===== src/rtl/bridge_cmd_pkg.sv =====
// package: offsets, field positions, reset values and carriers of the command block
package bridge_cmd_pkg;

  // configuration dword offsets
  localparam logic [7:0] ID_OFFSET = 8'h00;
  localparam logic [7:0] CMD_OFFSET = 8'h04;

  // command field positions
  localparam int IO_EN_BIT = 0;
  localparam int MEM_EN_BIT = 1;
  localparam int MASTER_EN_BIT = 2;
  localparam int SPECIAL_BIT = 3;
  localparam int MWI_BIT = 4;
  localparam int PALETTE_BIT = 5;
  localparam int PARITY_BIT = 6;
  localparam int STEPPING_BIT = 7;
  localparam int SERR_EN_BIT = 8;
  localparam int FAST_B2B_BIT = 9;

  // writable command bits: 0,1,2,5,6,8,9
  localparam logic [15:0] CMD_WRITE_MASK = 16'h0367;
  // every command bit comes out of reset clear
  localparam logic [15:0] CMD_RESET = 16'h0000;

  // identification code, value is arbitrary
  localparam logic [15:0] DEVICE_CODE = 16'h5a5a;

  // palette snoop addresses, low ten address bits
  localparam logic [9:0] PALETTE_MASK_ADDR = 10'h3c6;
  localparam logic [9:0] PALETTE_WIDX_ADDR = 10'h3c8;
  localparam logic [9:0] PALETTE_DATA_ADDR = 10'h3c9;

  // configuration request from the host
  typedef struct packed {
    logic valid;
    logic write;
    logic [7:0] addr;
    logic [3:0] byte_en;
    logic [31:0] wdata;
  } cfg_req_t;

  // configuration answer
  typedef struct packed {
    logic ack;
    logic [31:0] rdata;
  } cfg_rsp_t;

  // decoded bus cycle offered for a claim
  typedef struct packed {
    logic valid;
    logic is_io;
    logic is_mem;
    logic is_write;
    logic [15:0] addr;
  } bus_cycle_t;

endpackage


===== src/rtl/palette_snoop_decode.sv =====
// module: vga palette address match on the low ten i/o address bits
`timescale 1ns/10ps
`default_nettype none
module palette_snoop_decode (
  input wire logic [15:0] io_addr,
  output logic hit
);

  // bits 15:10 are aliases and left out of the compare
  always_comb
  begin
    hit = (io_addr[9:0] == bridge_cmd_pkg::PALETTE_MASK_ADDR)
       || (io_addr[9:0] == bridge_cmd_pkg::PALETTE_WIDX_ADDR)
       || (io_addr[9:0] == bridge_cmd_pkg::PALETTE_DATA_ADDR);
  end

endmodule // palette_snoop_decode
`default_nettype wire


===== src/rtl/bridge_primary_command_register.sv =====
// module: primary id and command registers with the gating they apply
// Behaviour
// RULE_01: bit 0 gates claiming primary i/o cycles
// RULE_02: bit 1 gates claiming primary memory cycles
// RULE_03: bit 2 gates primary mastering, secondary claims
// RULE_04: bit 3 reads zero, read only
// RULE_05: bit 4 reads zero, read only
// RULE_06: bit 5 claims palette i/o writes
// RULE_07: bit 6 enables parity error reporting
// RULE_08: bit 7 reads zero, stepping disabled
// RULE_09: bit 8 enables system error driver
// RULE_10: bit 9 permits fast back-to-back transactions
// RULE_11: bits 15:10 read as zero
// RULE_12: device code fixed and read only
// RULE_13: writes to fixed bits have no effect
`timescale 1ns/10ps
`default_nettype none
module bridge_primary_command_register (
  input wire logic clk_sys,
  input wire logic reset,
  input wire bridge_cmd_pkg::cfg_req_t cfg_req,
  output bridge_cmd_pkg::cfg_rsp_t cfg_rsp,
  input wire bridge_cmd_pkg::bus_cycle_t prim_cycle,
  input wire bridge_cmd_pkg::bus_cycle_t sec_cycle,
  input wire logic fwd_request,
  input wire logic parity_error_seen,
  input wire logic system_error_event,
  output logic prim_claim,
  output logic sec_claim,
  output logic prim_master_start,
  output logic fast_b2b_allow,
  output logic parity_error_report,
  output logic stepping_enable,
  output logic primary_system_error_out_n,
  output logic primary_system_error_oe
);

  // whole module state in one record
  typedef struct packed {
    logic [15:0] cmd;
    bridge_cmd_pkg::cfg_rsp_t rsp;
    logic prim_claim;
    logic sec_claim;
    logic master_start;
    logic fast_b2b;
    logic parity_report;
    logic serr_drive;
    logic serr_level; // level put on the error pin while driven
  } state_t;

  state_t state_q; // registered state
  state_t state_d; // next state
  logic palette_hit; // low address matches a palette port
  logic [15:0] cmd_view; // command as read back
  logic [15:0] byte_mask; // bits selected by byte enables

  // palette address compare kept apart for reuse
  palette_snoop_decode palette_snoop_decode_inst (
    .io_addr(prim_cycle.addr),
    .hit(palette_hit)
  );

  // read view: only writable bits can be non-zero
  always_comb
  begin
    cmd_view = state_q.cmd & bridge_cmd_pkg::CMD_WRITE_MASK; // see RULE_04 see RULE_05 see RULE_11
    byte_mask = {{8{cfg_req.byte_en[1]}}, {8{cfg_req.byte_en[0]}}};
  end

  // next state
  always_comb
  begin
    state_d = state_q;
    state_d.rsp.ack = cfg_req.valid;
    state_d.rsp.rdata = 32'h0000_0000;
    // config access; unmapped offsets read zero and ignore writes
    if (cfg_req.valid)
    begin
      if (cfg_req.write)
      begin
        if (cfg_req.addr == bridge_cmd_pkg::CMD_OFFSET)
        begin
          // fixed bits never take the written value
          state_d.cmd = (state_q.cmd & ~(byte_mask & bridge_cmd_pkg::CMD_WRITE_MASK))
                      | (cfg_req.wdata[15:0] & byte_mask & bridge_cmd_pkg::CMD_WRITE_MASK); // see RULE_13
        end
      end
      else if (cfg_req.addr == bridge_cmd_pkg::ID_OFFSET)
      begin
        // vendor half is outside this block and reads zero here
        state_d.rsp.rdata = {bridge_cmd_pkg::DEVICE_CODE, 16'h0000}; // see RULE_12
      end
      else if (cfg_req.addr == bridge_cmd_pkg::CMD_OFFSET)
      begin
        // status half is outside this block and reads zero here
        state_d.rsp.rdata = {16'h0000, cmd_view}; // see RULE_11
      end
    end
    // primary claim: i/o, memory, or palette snoop writes
    state_d.prim_claim = prim_cycle.valid
      && ((prim_cycle.is_io && state_q.cmd[bridge_cmd_pkg::IO_EN_BIT]) // see RULE_01
       || (prim_cycle.is_mem && state_q.cmd[bridge_cmd_pkg::MEM_EN_BIT]) // see RULE_02
       || (prim_cycle.is_io && prim_cycle.is_write && palette_hit
           && state_q.cmd[bridge_cmd_pkg::PALETTE_BIT])); // see RULE_06
    // secondary claim and forwarding both need master enable
    state_d.sec_claim = sec_cycle.valid && (sec_cycle.is_io || sec_cycle.is_mem)
      && state_q.cmd[bridge_cmd_pkg::MASTER_EN_BIT]; // see RULE_03
    state_d.master_start = fwd_request && state_q.cmd[bridge_cmd_pkg::MASTER_EN_BIT]; // see RULE_03
    state_d.fast_b2b = state_q.cmd[bridge_cmd_pkg::FAST_B2B_BIT]; // see RULE_10
    // with response off, detected parity errors are dropped
    state_d.parity_report = parity_error_seen && state_q.cmd[bridge_cmd_pkg::PARITY_BIT]; // see RULE_07
    // open-drain driver only works when enabled
    state_d.serr_drive = system_error_event && state_q.cmd[bridge_cmd_pkg::SERR_EN_BIT]; // see RULE_09
    // open drain: only the low level is ever put on the pin
    state_d.serr_level = 1'b0; // see RULE_09
  end

  // register the state, synchronous reset
  always_ff @(posedge clk_sys)
  begin
    if (reset)
    begin
      state_q <= '0;
      state_q.cmd <= bridge_cmd_pkg::CMD_RESET;
    end
    else
    begin
      state_q <= state_d;
    end
  end

  // outputs straight from flops
  assign cfg_rsp = state_q.rsp;
  assign prim_claim = state_q.prim_claim;
  assign sec_claim = state_q.sec_claim;
  assign prim_master_start = state_q.master_start;
  assign fast_b2b_allow = state_q.fast_b2b;
  assign parity_error_report = state_q.parity_report;
  // stepping bit is fixed clear, so this reads the constant copy
  assign stepping_enable = state_q.cmd[bridge_cmd_pkg::STEPPING_BIT]; // see RULE_08
  assign primary_system_error_oe = state_q.serr_drive;
  // the pin is only ever pulled low; the enable decides when it is driven
  assign primary_system_error_out_n = state_q.serr_level;

  // checks; each gate is judged one cycle after the offer it answers
  io_gate_a: assert property (@(posedge clk_sys) disable iff (reset) // see RULE_01
    (prim_cycle.valid && prim_cycle.is_io && !prim_cycle.is_mem
     && !state_q.cmd[bridge_cmd_pkg::PALETTE_BIT]) |=>
    (prim_claim == $past(state_q.cmd[bridge_cmd_pkg::IO_EN_BIT])))
    else $error("io claim does not follow enable");
  mem_gate_a: assert property (@(posedge clk_sys) disable iff (reset) // see RULE_02
    (prim_cycle.valid && prim_cycle.is_mem && !prim_cycle.is_io) |=>
    (prim_claim == $past(state_q.cmd[bridge_cmd_pkg::MEM_EN_BIT])))
    else $error("memory claim does not follow enable");
  master_gate_a: assert property (@(posedge clk_sys) disable iff (reset) // see RULE_03
    (prim_master_start || sec_claim) |-> $past(state_q.cmd[bridge_cmd_pkg::MASTER_EN_BIT]))
    else $error("mastering without master enable");
  sec_gate_a: assert property (@(posedge clk_sys) disable iff (reset) // see RULE_03
    (sec_cycle.valid && sec_cycle.is_mem) |=>
    (sec_claim == $past(state_q.cmd[bridge_cmd_pkg::MASTER_EN_BIT])))
    else $error("secondary claim does not follow master enable");
  fixed_zero_a: assert property (@(posedge clk_sys) disable iff (reset) // see RULE_04
    (cfg_rsp.ack && $past(cfg_req.addr) == bridge_cmd_pkg::CMD_OFFSET)
    |-> (cfg_rsp.rdata[4:3] == 2'b00 && cfg_rsp.rdata[7] == 1'b0
         && cfg_rsp.rdata[31:10] == 22'h0))
    else $error("fixed command bits read non-zero");
  mwi_write_a: assert property (@(posedge clk_sys) disable iff (reset) // see RULE_05
    (cfg_req.valid && cfg_req.write && cfg_req.addr == bridge_cmd_pkg::CMD_OFFSET)
    |=> !state_q.cmd[bridge_cmd_pkg::MWI_BIT])
    else $error("write and invalidate enable took a write");
  palette_hit_a: assert property (@(posedge clk_sys) disable iff (reset) // see RULE_06
    (prim_cycle.valid && prim_cycle.is_io && prim_cycle.is_write && palette_hit
     && state_q.cmd[bridge_cmd_pkg::PALETTE_BIT]) |=> prim_claim)
    else $error("palette write not claimed");
  // snoop covers writes only; a read needs the i/o enable
  palette_read_a: assert property (@(posedge clk_sys) disable iff (reset) // see RULE_06
    (prim_cycle.valid && prim_cycle.is_io && !prim_cycle.is_write && !prim_cycle.is_mem
     && !state_q.cmd[bridge_cmd_pkg::IO_EN_BIT]) |=> !prim_claim)
    else $error("i/o read claimed while disabled");
  parity_gate_a: assert property (@(posedge clk_sys) disable iff (reset) // see RULE_07
    parity_error_report |-> $past(parity_error_seen && state_q.cmd[bridge_cmd_pkg::PARITY_BIT]))
    else $error("parity report without response enable");
  parity_pass_a: assert property (@(posedge clk_sys) disable iff (reset) // see RULE_07
    (parity_error_seen && state_q.cmd[bridge_cmd_pkg::PARITY_BIT]) |=> parity_error_report)
    else $error("parity error dropped while response enabled");
  stepping_off_a: assert property (@(posedge clk_sys) disable iff (reset) // see RULE_08
    !stepping_enable)
    else $error("stepping enabled");
  serr_gate_a: assert property (@(posedge clk_sys) disable iff (reset) // see RULE_09
    primary_system_error_oe |-> $past(state_q.cmd[bridge_cmd_pkg::SERR_EN_BIT]))
    else $error("error pin driven while disabled");
  serr_pass_a: assert property (@(posedge clk_sys) disable iff (reset) // see RULE_09
    (system_error_event && state_q.cmd[bridge_cmd_pkg::SERR_EN_BIT]) |=> primary_system_error_oe)
    else $error("error pin not driven while enabled");
  fast_b2b_a: assert property (@(posedge clk_sys) disable iff (reset) // see RULE_10
    fast_b2b_allow |-> $past(state_q.cmd[bridge_cmd_pkg::FAST_B2B_BIT]))
    else $error("fast back-to-back without enable");
  reserved_zero_a: assert property (@(posedge clk_sys) disable iff (reset) // see RULE_11
    (cfg_rsp.ack && $past(!cfg_req.write && cfg_req.addr == bridge_cmd_pkg::CMD_OFFSET))
    |-> (cfg_rsp.rdata[15:10] == 6'h00))
    else $error("reserved command bits read non-zero");
  id_value_a: assert property (@(posedge clk_sys) disable iff (reset) // see RULE_12
    (cfg_req.valid && !cfg_req.write && cfg_req.addr == bridge_cmd_pkg::ID_OFFSET)
    |=> (cfg_rsp.ack && cfg_rsp.rdata[31:16] == bridge_cmd_pkg::DEVICE_CODE))
    else $error("device code wrong");
  ro_write_a: assert property (@(posedge clk_sys) disable iff (reset) // see RULE_13
    cfg_req.valid |=> ((state_q.cmd & ~bridge_cmd_pkg::CMD_WRITE_MASK) == 16'h0000))
    else $error("read-only command bit changed");

  // main scenarios
  cmd_write_c: cover property (@(posedge clk_sys) disable iff (reset)
    cfg_req.valid && cfg_req.write && cfg_req.addr == bridge_cmd_pkg::CMD_OFFSET);
  palette_claim_c: cover property (@(posedge clk_sys) disable iff (reset)
    prim_claim && $past(palette_hit));
  serr_drive_c: cover property (@(posedge clk_sys) disable iff (reset)
    primary_system_error_oe);
  master_start_c: cover property (@(posedge clk_sys) disable iff (reset)
    prim_master_start && sec_claim);
  parity_report_c: cover property (@(posedge clk_sys) disable iff (reset)
    parity_error_report);

endmodule // bridge_primary_command_register
`default_nettype wire


===== config.mk =====
export PLATFORM = sky130hd
export DESIGN_NAME = bridge_primary_command_register
export DESIGN_NICKNAME = d
export VERILOG_FILES = /design/src/rtl/bridge_cmd_pkg.sv /design/src/rtl/palette_snoop_decode.sv /design/src/rtl/bridge_primary_command_register.sv
export SDC_FILE = /design/constraint.sdc
export NUM_CORES = 1
export LEC_CHECK = 0
export BUFFER_PORTS_ARGS = -buffer_cell sky130_fd_sc_hd__buf_4
export CORE_ASPECT_RATIO = 0.75
export CORE_MARGIN = 2
export CORE_UTILIZATION = 29
export DETAILED_ROUTE_END_ITERATION = 6
export MAX_ROUTING_LAYER = met4
export PLACE_DENSITY_LB_ADDON = 0.12
export SYNTH_ARGS = -nofsm -noshare
export SYNTH_HDL_FRONTEND = slang
export SYNTH_HIERARCHICAL = 1
export SYNTH_SLANG_ARGS = --single-unit
export TNS_END_PERCENT = 30

===== constraint.sdc =====
create_clock -name clk_sys -period 1.71 [get_ports clk_sys]
set_input_delay 0.4275 -clock clk_sys [delete_from_list [all_inputs] [get_ports clk_sys]]
set_output_delay 0.4275 -clock clk_sys [all_outputs]
set_load 0.02 [all_outputs]

# Yosys cells after proc, flatten, opt, wreduce, memory -nomap -nowiden
# Cells that the tools add are included.
# Widths: inputs -> output; s select.
[op_classes] bitwise_logic=6 mux=2 div_mod_pow=0 n_lt_le_gt_ge=0 n_mul=0 n_eq_ne=4 shift=0 n_reduce_logical=21 add_sub_neg=0
[op_table] cell="$mux 31" count=1
[op_table] cell="$eq 10x10->1 const B" count=3
[op_table] cell="$and 16x16->16" count=1
[op_table] cell="$not 10->16" count=1
[op_table] cell="$or 16x10->16" count=1
[op_table] cell="$logic_and 1x1->1" count=11
[op_table] cell="$and 10x10->10" count=1
[op_table] cell="$mux 10" count=1
[op_table] cell="$eq 8x3->1 const B" count=1
[op_table] cell="$logic_not 8->1" count=1
[op_table] cell="$logic_or 1x1->1" count=5
[op_table] cell="$reduce_or 5->1" count=1
[op_table] cell="$reduce_or 4->1" count=1
[op_table] cell="$reduce_and 3->1" count=1
[op_table] cell="$reduce_or 3->1" count=1
[op_table] cell="$not 1->1" count=2
[totals] ff_bits=55 in_bits=91 ram_bits=0 latchBits=0 mem_bits_ro=0 word_cells=44 n_memories=0 out_inout_bits=41

# Depth between registers and ports, before layout
# Gate-level depths: netlist of the first run.
[depth] depth_word=7 depth_mapped=5 depth_no_buf=5

# Modules after synthesis
# Netlist of the first run, hierarchy kept.
[modules_own_cells] module="bridge_primary_command_register" n_inst=1 area_each_um2=1013.5 seq_area_each_um2=440.4 cells_per_inst=100
[modules_own_cells] module="palette_snoop_decode" n_inst=1 area_each_um2=41.3 seq_area_each_um2=0.0 cells_per_inst=4

# Worst setup path after synthesis of the first run
# OpenSTA, ideal clock, no wires.
[synth_path] path_type="in2reg" from="in cfg_req[37] (netlist bit)" to="reg (tool-made name)" arrival_time_ps=1656 required_time_ps=1589 path_slack_ps=-67 cell_stages=3 path_cell_list="or4b_4 nor4_4 mux2_2"
[synth_lines] element="from (decl)" line="bridge_primary_command_register.sv:21" rtl="input wire bridge_cmd_pkg::cfg_req_t cfg_req,"

==> results of run 1 <==
final cells by class:
type / instances / area, sq um / share of cell area
clock buffers: 3 / 41.3 / 0.0267
inverters: 2 / 7.51 / 0.00486
multi-input cells: 71 / 479 / 0.310
repair buffers: 66 / 495 / 0.321
well taps: 40 / 50.0 / 0.0324
flip-flops and latches: 22 / 440 / 0.285
clock inverters: 1 / 30.0 / 0.0194
cell families after synthesis:
logic type,Yosys count,share of synthesized area
simple gates,42,0.286
buf+inv,29,0.196
flops,22,0.418
mux,7,0.0676
compound gates,3,0.0297
other cells,1,0.00356
cell usage in the layout, fill, tap and decap left out, drive strengths merged, types with 2 or more instances in the layout:
cell type and instances:
buf 66, nand2b 12, nor3b 2, and2 7, nor4 4, mux2i 6
nor2b 3, inv 2, nand2 4, conb 19, clkbuf 3, nor2 4
dfxtp 22
power breakdown:
| group | switching [mW] | leakage (nW) | internal, mW |
|---|---|---|---|
| Combinational | 0.0712 | 0.517 | 0.0742 |
| Sequential | 0.000394 | 0.177 | 0.513 |
| Clock | 0.168 | 0.0357 | 0.313 |
path summary, 6_finish.rpt:
kind                            slack (ps)  cells past startpoint         from                      end
worst max-delay path                   120                      4  cfg_req[42]                flip-flop
worst min-delay path                   340                      2  cfg_req[38]              cfg_rsp[28]
worst max register to register         860                      3    flip-flop               prim_claim
worst min register to register         440                      2    flip-flop  primary_system_error_oe
worst max-delay path, delay by kind of cell:
kind | cells | cell delay, ps
muxes | 1 | 320
and+or+nand+nor | 2 | 880
buffers and inverters | 1 | 110
metal layers:
layer,wire [um],part of all wire,track usage,up-vias
met4,27,0.013,0.0390,0
li1,-,-,-,417
met1,878,0.43,0.129,356
met2,933,0.46,0.172,55
met5,0,0,-,-
met3,209,0.10,0.0272,2
==> results.sh, run 1 <==
export IMPL_fin_ws_ps=122
export IMPL_grt_ovfl_total=0
export IMPL_cts_resized=0
export IMPL_ys_warn_count=6
export IMPL_synthTopCellsByCount="26 x buf_4, 22 x dfxtp_1, 12 x nand2b_1, 7 x and2_1, 6 x mux2i_1"
export IMPL_yosysSeqAreaShare=0.418
export IMPL_place_inst=201
export IMPL_final_util=0.457
export IMPL_dpl_cell_area_sq_mm=0.00147
export IMPL_drive_gt1_frac=0.485
export IMPL_min_period_over_period=0.929
export IMPL_synth_seq_cells=22
export IMPL_ctsHoldBuffers=0
export IMPL_synth_top_area_frac=0.418
export IMPL_cp_start_kind="primary input"
export IMPL_netlist_area_sq_mm=0.00105
export IMPL_die_height_um=56.2
export IMPL_drt_iter0_markers=14
export IMPL_synthDistinctLibCells=26
export IMPL_vias_per_cell=4.05
export IMPL_final_cell_count_no_fill=205
export IMPL_finClkSkew_ps=0.597
export IMPL_power_density_mw_per_mm2=738
export IMPL_antenna_left=0
export IMPL_clk_latency_ps=260
export IMPL_htreeDepth=1
export IMPL_place_gp_congestion=0.700
export IMPL_crit_fanout=4
export IMPL_max_stage_delay_ps=580
export IMPL_antenna_cells=0
export IMPL_synth_most_common_cell="buf_4"
export IMPL_ys_flop_type="dfxtp_1"
export IMPL_fmax_mhz=630
export IMPL_synth_edf_count=0
export IMPL_crit_arrival_ps=1740
export IMPL_min_path_type="in2reg"
export IMPL_setup_viol=0
export IMPL_postCtsSetupBuffers=0
export IMPL_first_global_vias=786
export IMPL_io_pins=132
export IMPL_async_flop_share=0
export IMPL_avgRoutedWirePerCell_um=10.0
export IMPL_dr_total_vias=830
export IMPL_nets=257
export IMPL_drc=0
export IMPL_timing_hold_ws_ps=338
export IMPL_grt_max_degree=19
export IMPL_drtPass1Iterations=2
export IMPL_final_area_sq_mm=0.00154
export IMPL_path_cells="buf_4 > or4_4 > nor4_4 > mux2_4"
export IMPL_max_cap_violations=0
export IMPL_ctsRootBufferMaster="clkbuf_8"
export IMPL_grt_util_all_layers=0.107
export IMPL_worst_setup_path_type="in2reg"
export IMPL_clk_pin_slew_worst_paths_ps=80
export IMPL_synthCells=104
export IMPL_synthToLayoutAreaGrowth_pct=46.4
export IMPL_numCtsBuffers=3
export IMPL_wirelength_um=2050
export IMPL_hold_viol=0
export IMPL_cp_slowest_cell="or4_4"
export IMPL_cp_required_ps=1870
export IMPL_synth_area_leaders="dfxtp_1 42%, buf_4 19%, nand2b_1 7.1%, mux2i_1 5.7%, and2_1 4.2%"
export IMPL_dieArea_sq_mm=0.00414
export IMPL_total_power_mw=1.14
export IMPL_grt_setup_unrepaired="false"
export IMPL_synth_avg_cell_area_sq_um=10.1
export IMPL_n_fill_cell=331
export IMPL_coreArea_sq_mm=0.00338
export IMPL_initial_core_util=0.312
export IMPL_clockBufferDepth=2
export IMPL_dp_slack_ps=-169
export IMPL_cts_sink_count=22
export IMPL_end_kind="flip-flop"
export IMPL_core_rowCount=18
export IMPL_antenna_found_initial=0
export IMPL_min_period_ps=1590
export IMPL_p_leak_nw=0.730
export IMPL_yosysTopAreaCell="dfxtp_1"
export IMPL_portBuffers=62
export IMPL_grt_pass1_wl_um=3340
export IMPL_final_max_slew_viol_count=0
export IMPL_cts_tree="done"
export IMPL_die_width_um=73.6
export IMPL_status="finished clean"
export IMPL_finalSetupTns_ps=0
export IMPL_vdd_ir_drop_max_mv=0.383
Power figures use the tool's default switching activity.
==> run 2: changes to the inputs <==
MAX_ROUTING_LAYER = not set   (was met4)
==> run 2 against run 1 <==
Against the previous run:
- register-to-register slack about the same
- hold slack is essentially flat
- sequential share of layout area did not move
- clock-buffer cell count is the same
- power grew 0.11%
- clock skew is essentially flat
==> results.sh, run 2 (synthesis results as in run 1) <==
export IMPL_clk_pin_slew_worst_paths_ps=80
export IMPL_n_fill_cell=331
export IMPL_crit_arrival_ps=1740
export IMPL_worst_setup_path_type="in2reg"
export IMPL_die_width_um=73.6
export IMPL_core_rowCount=18
export IMPL_final_cell_mix="66 x buf_4, 22 x dfxtp_1, 19 x conb_1"
export IMPL_dieArea_sq_mm=0.00414
export IMPL_grt_max_degree=19
export IMPL_drt_iter0_markers=15
export IMPL_place_gp_congestion=0.693
export IMPL_total_power_mw=1.14
export IMPL_power_density_mw_per_mm2=739
export IMPL_finClkSkew_ps=0.497
export IMPL_wirelength_um=2040
export IMPL_clockBufferDepth=2
export IMPL_path_cells="buf_4 > or4_4 > nor4_4 > mux2_4"
export IMPL_grt_setup_unrepaired="false"
export IMPL_min_period_over_period=0.928
export IMPL_ctsRootBufferMaster="clkbuf_8"
export IMPL_postCtsSetupBuffers=0
export IMPL_vias_per_cell=4.06
export IMPL_drc=0
export IMPL_numCtsBuffers=3
export IMPL_portBuffers=62
export IMPL_final_max_slew_viol_count=0
export IMPL_min_path_type="in2reg"
export IMPL_timing_hold_ws_ps=337
export IMPL_min_period_ps=1590
export IMPL_cts_sink_count=22
export IMPL_antenna_cells=0
export IMPL_initial_core_util=0.312
export IMPL_coreArea_sq_mm=0.00338
export IMPL_avgRoutedWirePerCell_um=9.94
export IMPL_grt_util_all_layers=0.104
export IMPL_io_pins=132
export IMPL_die_height_um=56.2
export IMPL_grt_ovfl_total=0
export IMPL_max_cap_violations=0
export IMPL_clk_latency_ps=260
export IMPL_cp_slowest_cell="or4_4"
export IMPL_cp_required_ps=1870
export IMPL_nets=257
export IMPL_end_kind="flip-flop"
export IMPL_first_global_vias=785
export IMPL_antenna_found_initial=0
export IMPL_htreeDepth=1
export IMPL_layout_commonest_cell="buf_4"
export IMPL_p_leak_nw=0.730
export IMPL_place_inst=201
export IMPL_fmax_mhz=630
export IMPL_vdd_ir_drop_max_mv=0.383
export IMPL_drtPass1Iterations=2
export IMPL_final_cell_count_no_fill=205
export IMPL_setup_viol=0
export IMPL_crit_fanout=4
export IMPL_max_stage_delay_ps=580
export IMPL_ctsHoldBuffers=0
export IMPL_cts_resized=0
export IMPL_hold_viol=0
export IMPL_drive_gt1_frac=0.485
export IMPL_status="finished clean"
export IMPL_grt_pass1_wl_um=3340
export IMPL_synthToLayoutAreaGrowth_pct=46.4
export IMPL_cp_start_kind="primary input"
export IMPL_cts_tree="done"
export IMPL_antenna_left=0
export IMPL_dr_total_vias=833
## run 2: cell counts in the layout (fill, tap and decap cells not counted)
Identical to the previous run, type by type.
## run 2: path summary, 6_finish.rpt
check,from,endpoint,slack [ps],cells past startpoint
worst max-delay path,cfg_req[42],flip-flop,120,4
worst min-delay path,cfg_req[38],cfg_rsp[28],340,2
worst max register to register,flip-flop,prim_claim,860,3
worst min register to register,flip-flop,primary_system_error_oe,440,2
## run 2: worst max-delay path: cells and delay by family
family        cells  cell delay (ps)
buf+inv           1              110
mux               1              320
simple gates      2              880
## run 2: metal layers
metal,share of wire,track usage,vias to the layer above
met4,0.013,0.0390,0
met2,0.46,0.172,57
li1,-,-,417
met5,0,0,-
met3,0.11,0.0326,2
met1,0.42,0.125,357
## run 2: through the flow
stage | util | TNS, ps | cell area [sq um] | worst slack, ps
global placement | 0.436 | -1000 | 1470 | -161
finish | 0.457 | 0 | 1540 | 123
CTS | 0.457 | 0 | 1540 | 115
detailed placement | 0.436 | -1410 | 1470 | -169
floorplan | - | -3.68 | 1130 | -3.68
global route | 0.457 | 0 | 1540 | 7.82
## run 2: layout make-up
class,instances,area (sq um),share of cell area
Inverter,2,7.51,0.00486
Timing Repair Buffer,66,495,0.321
Multi-Input combinational cell,71,479,0.310
Clock inverter,1,30.0,0.0194
Tap cell,40,50.0,0.0324
Sequential cell,22,440,0.285
Clock buffer,3,41.3,0.0267
## run 2: power breakdown
group          internal, mW  switching [mW]  leakage (nW)
Combinational        0.0742          0.0712         0.517
Sequential            0.513        0.000318         0.177
Clock                 0.313           0.169        0.0357
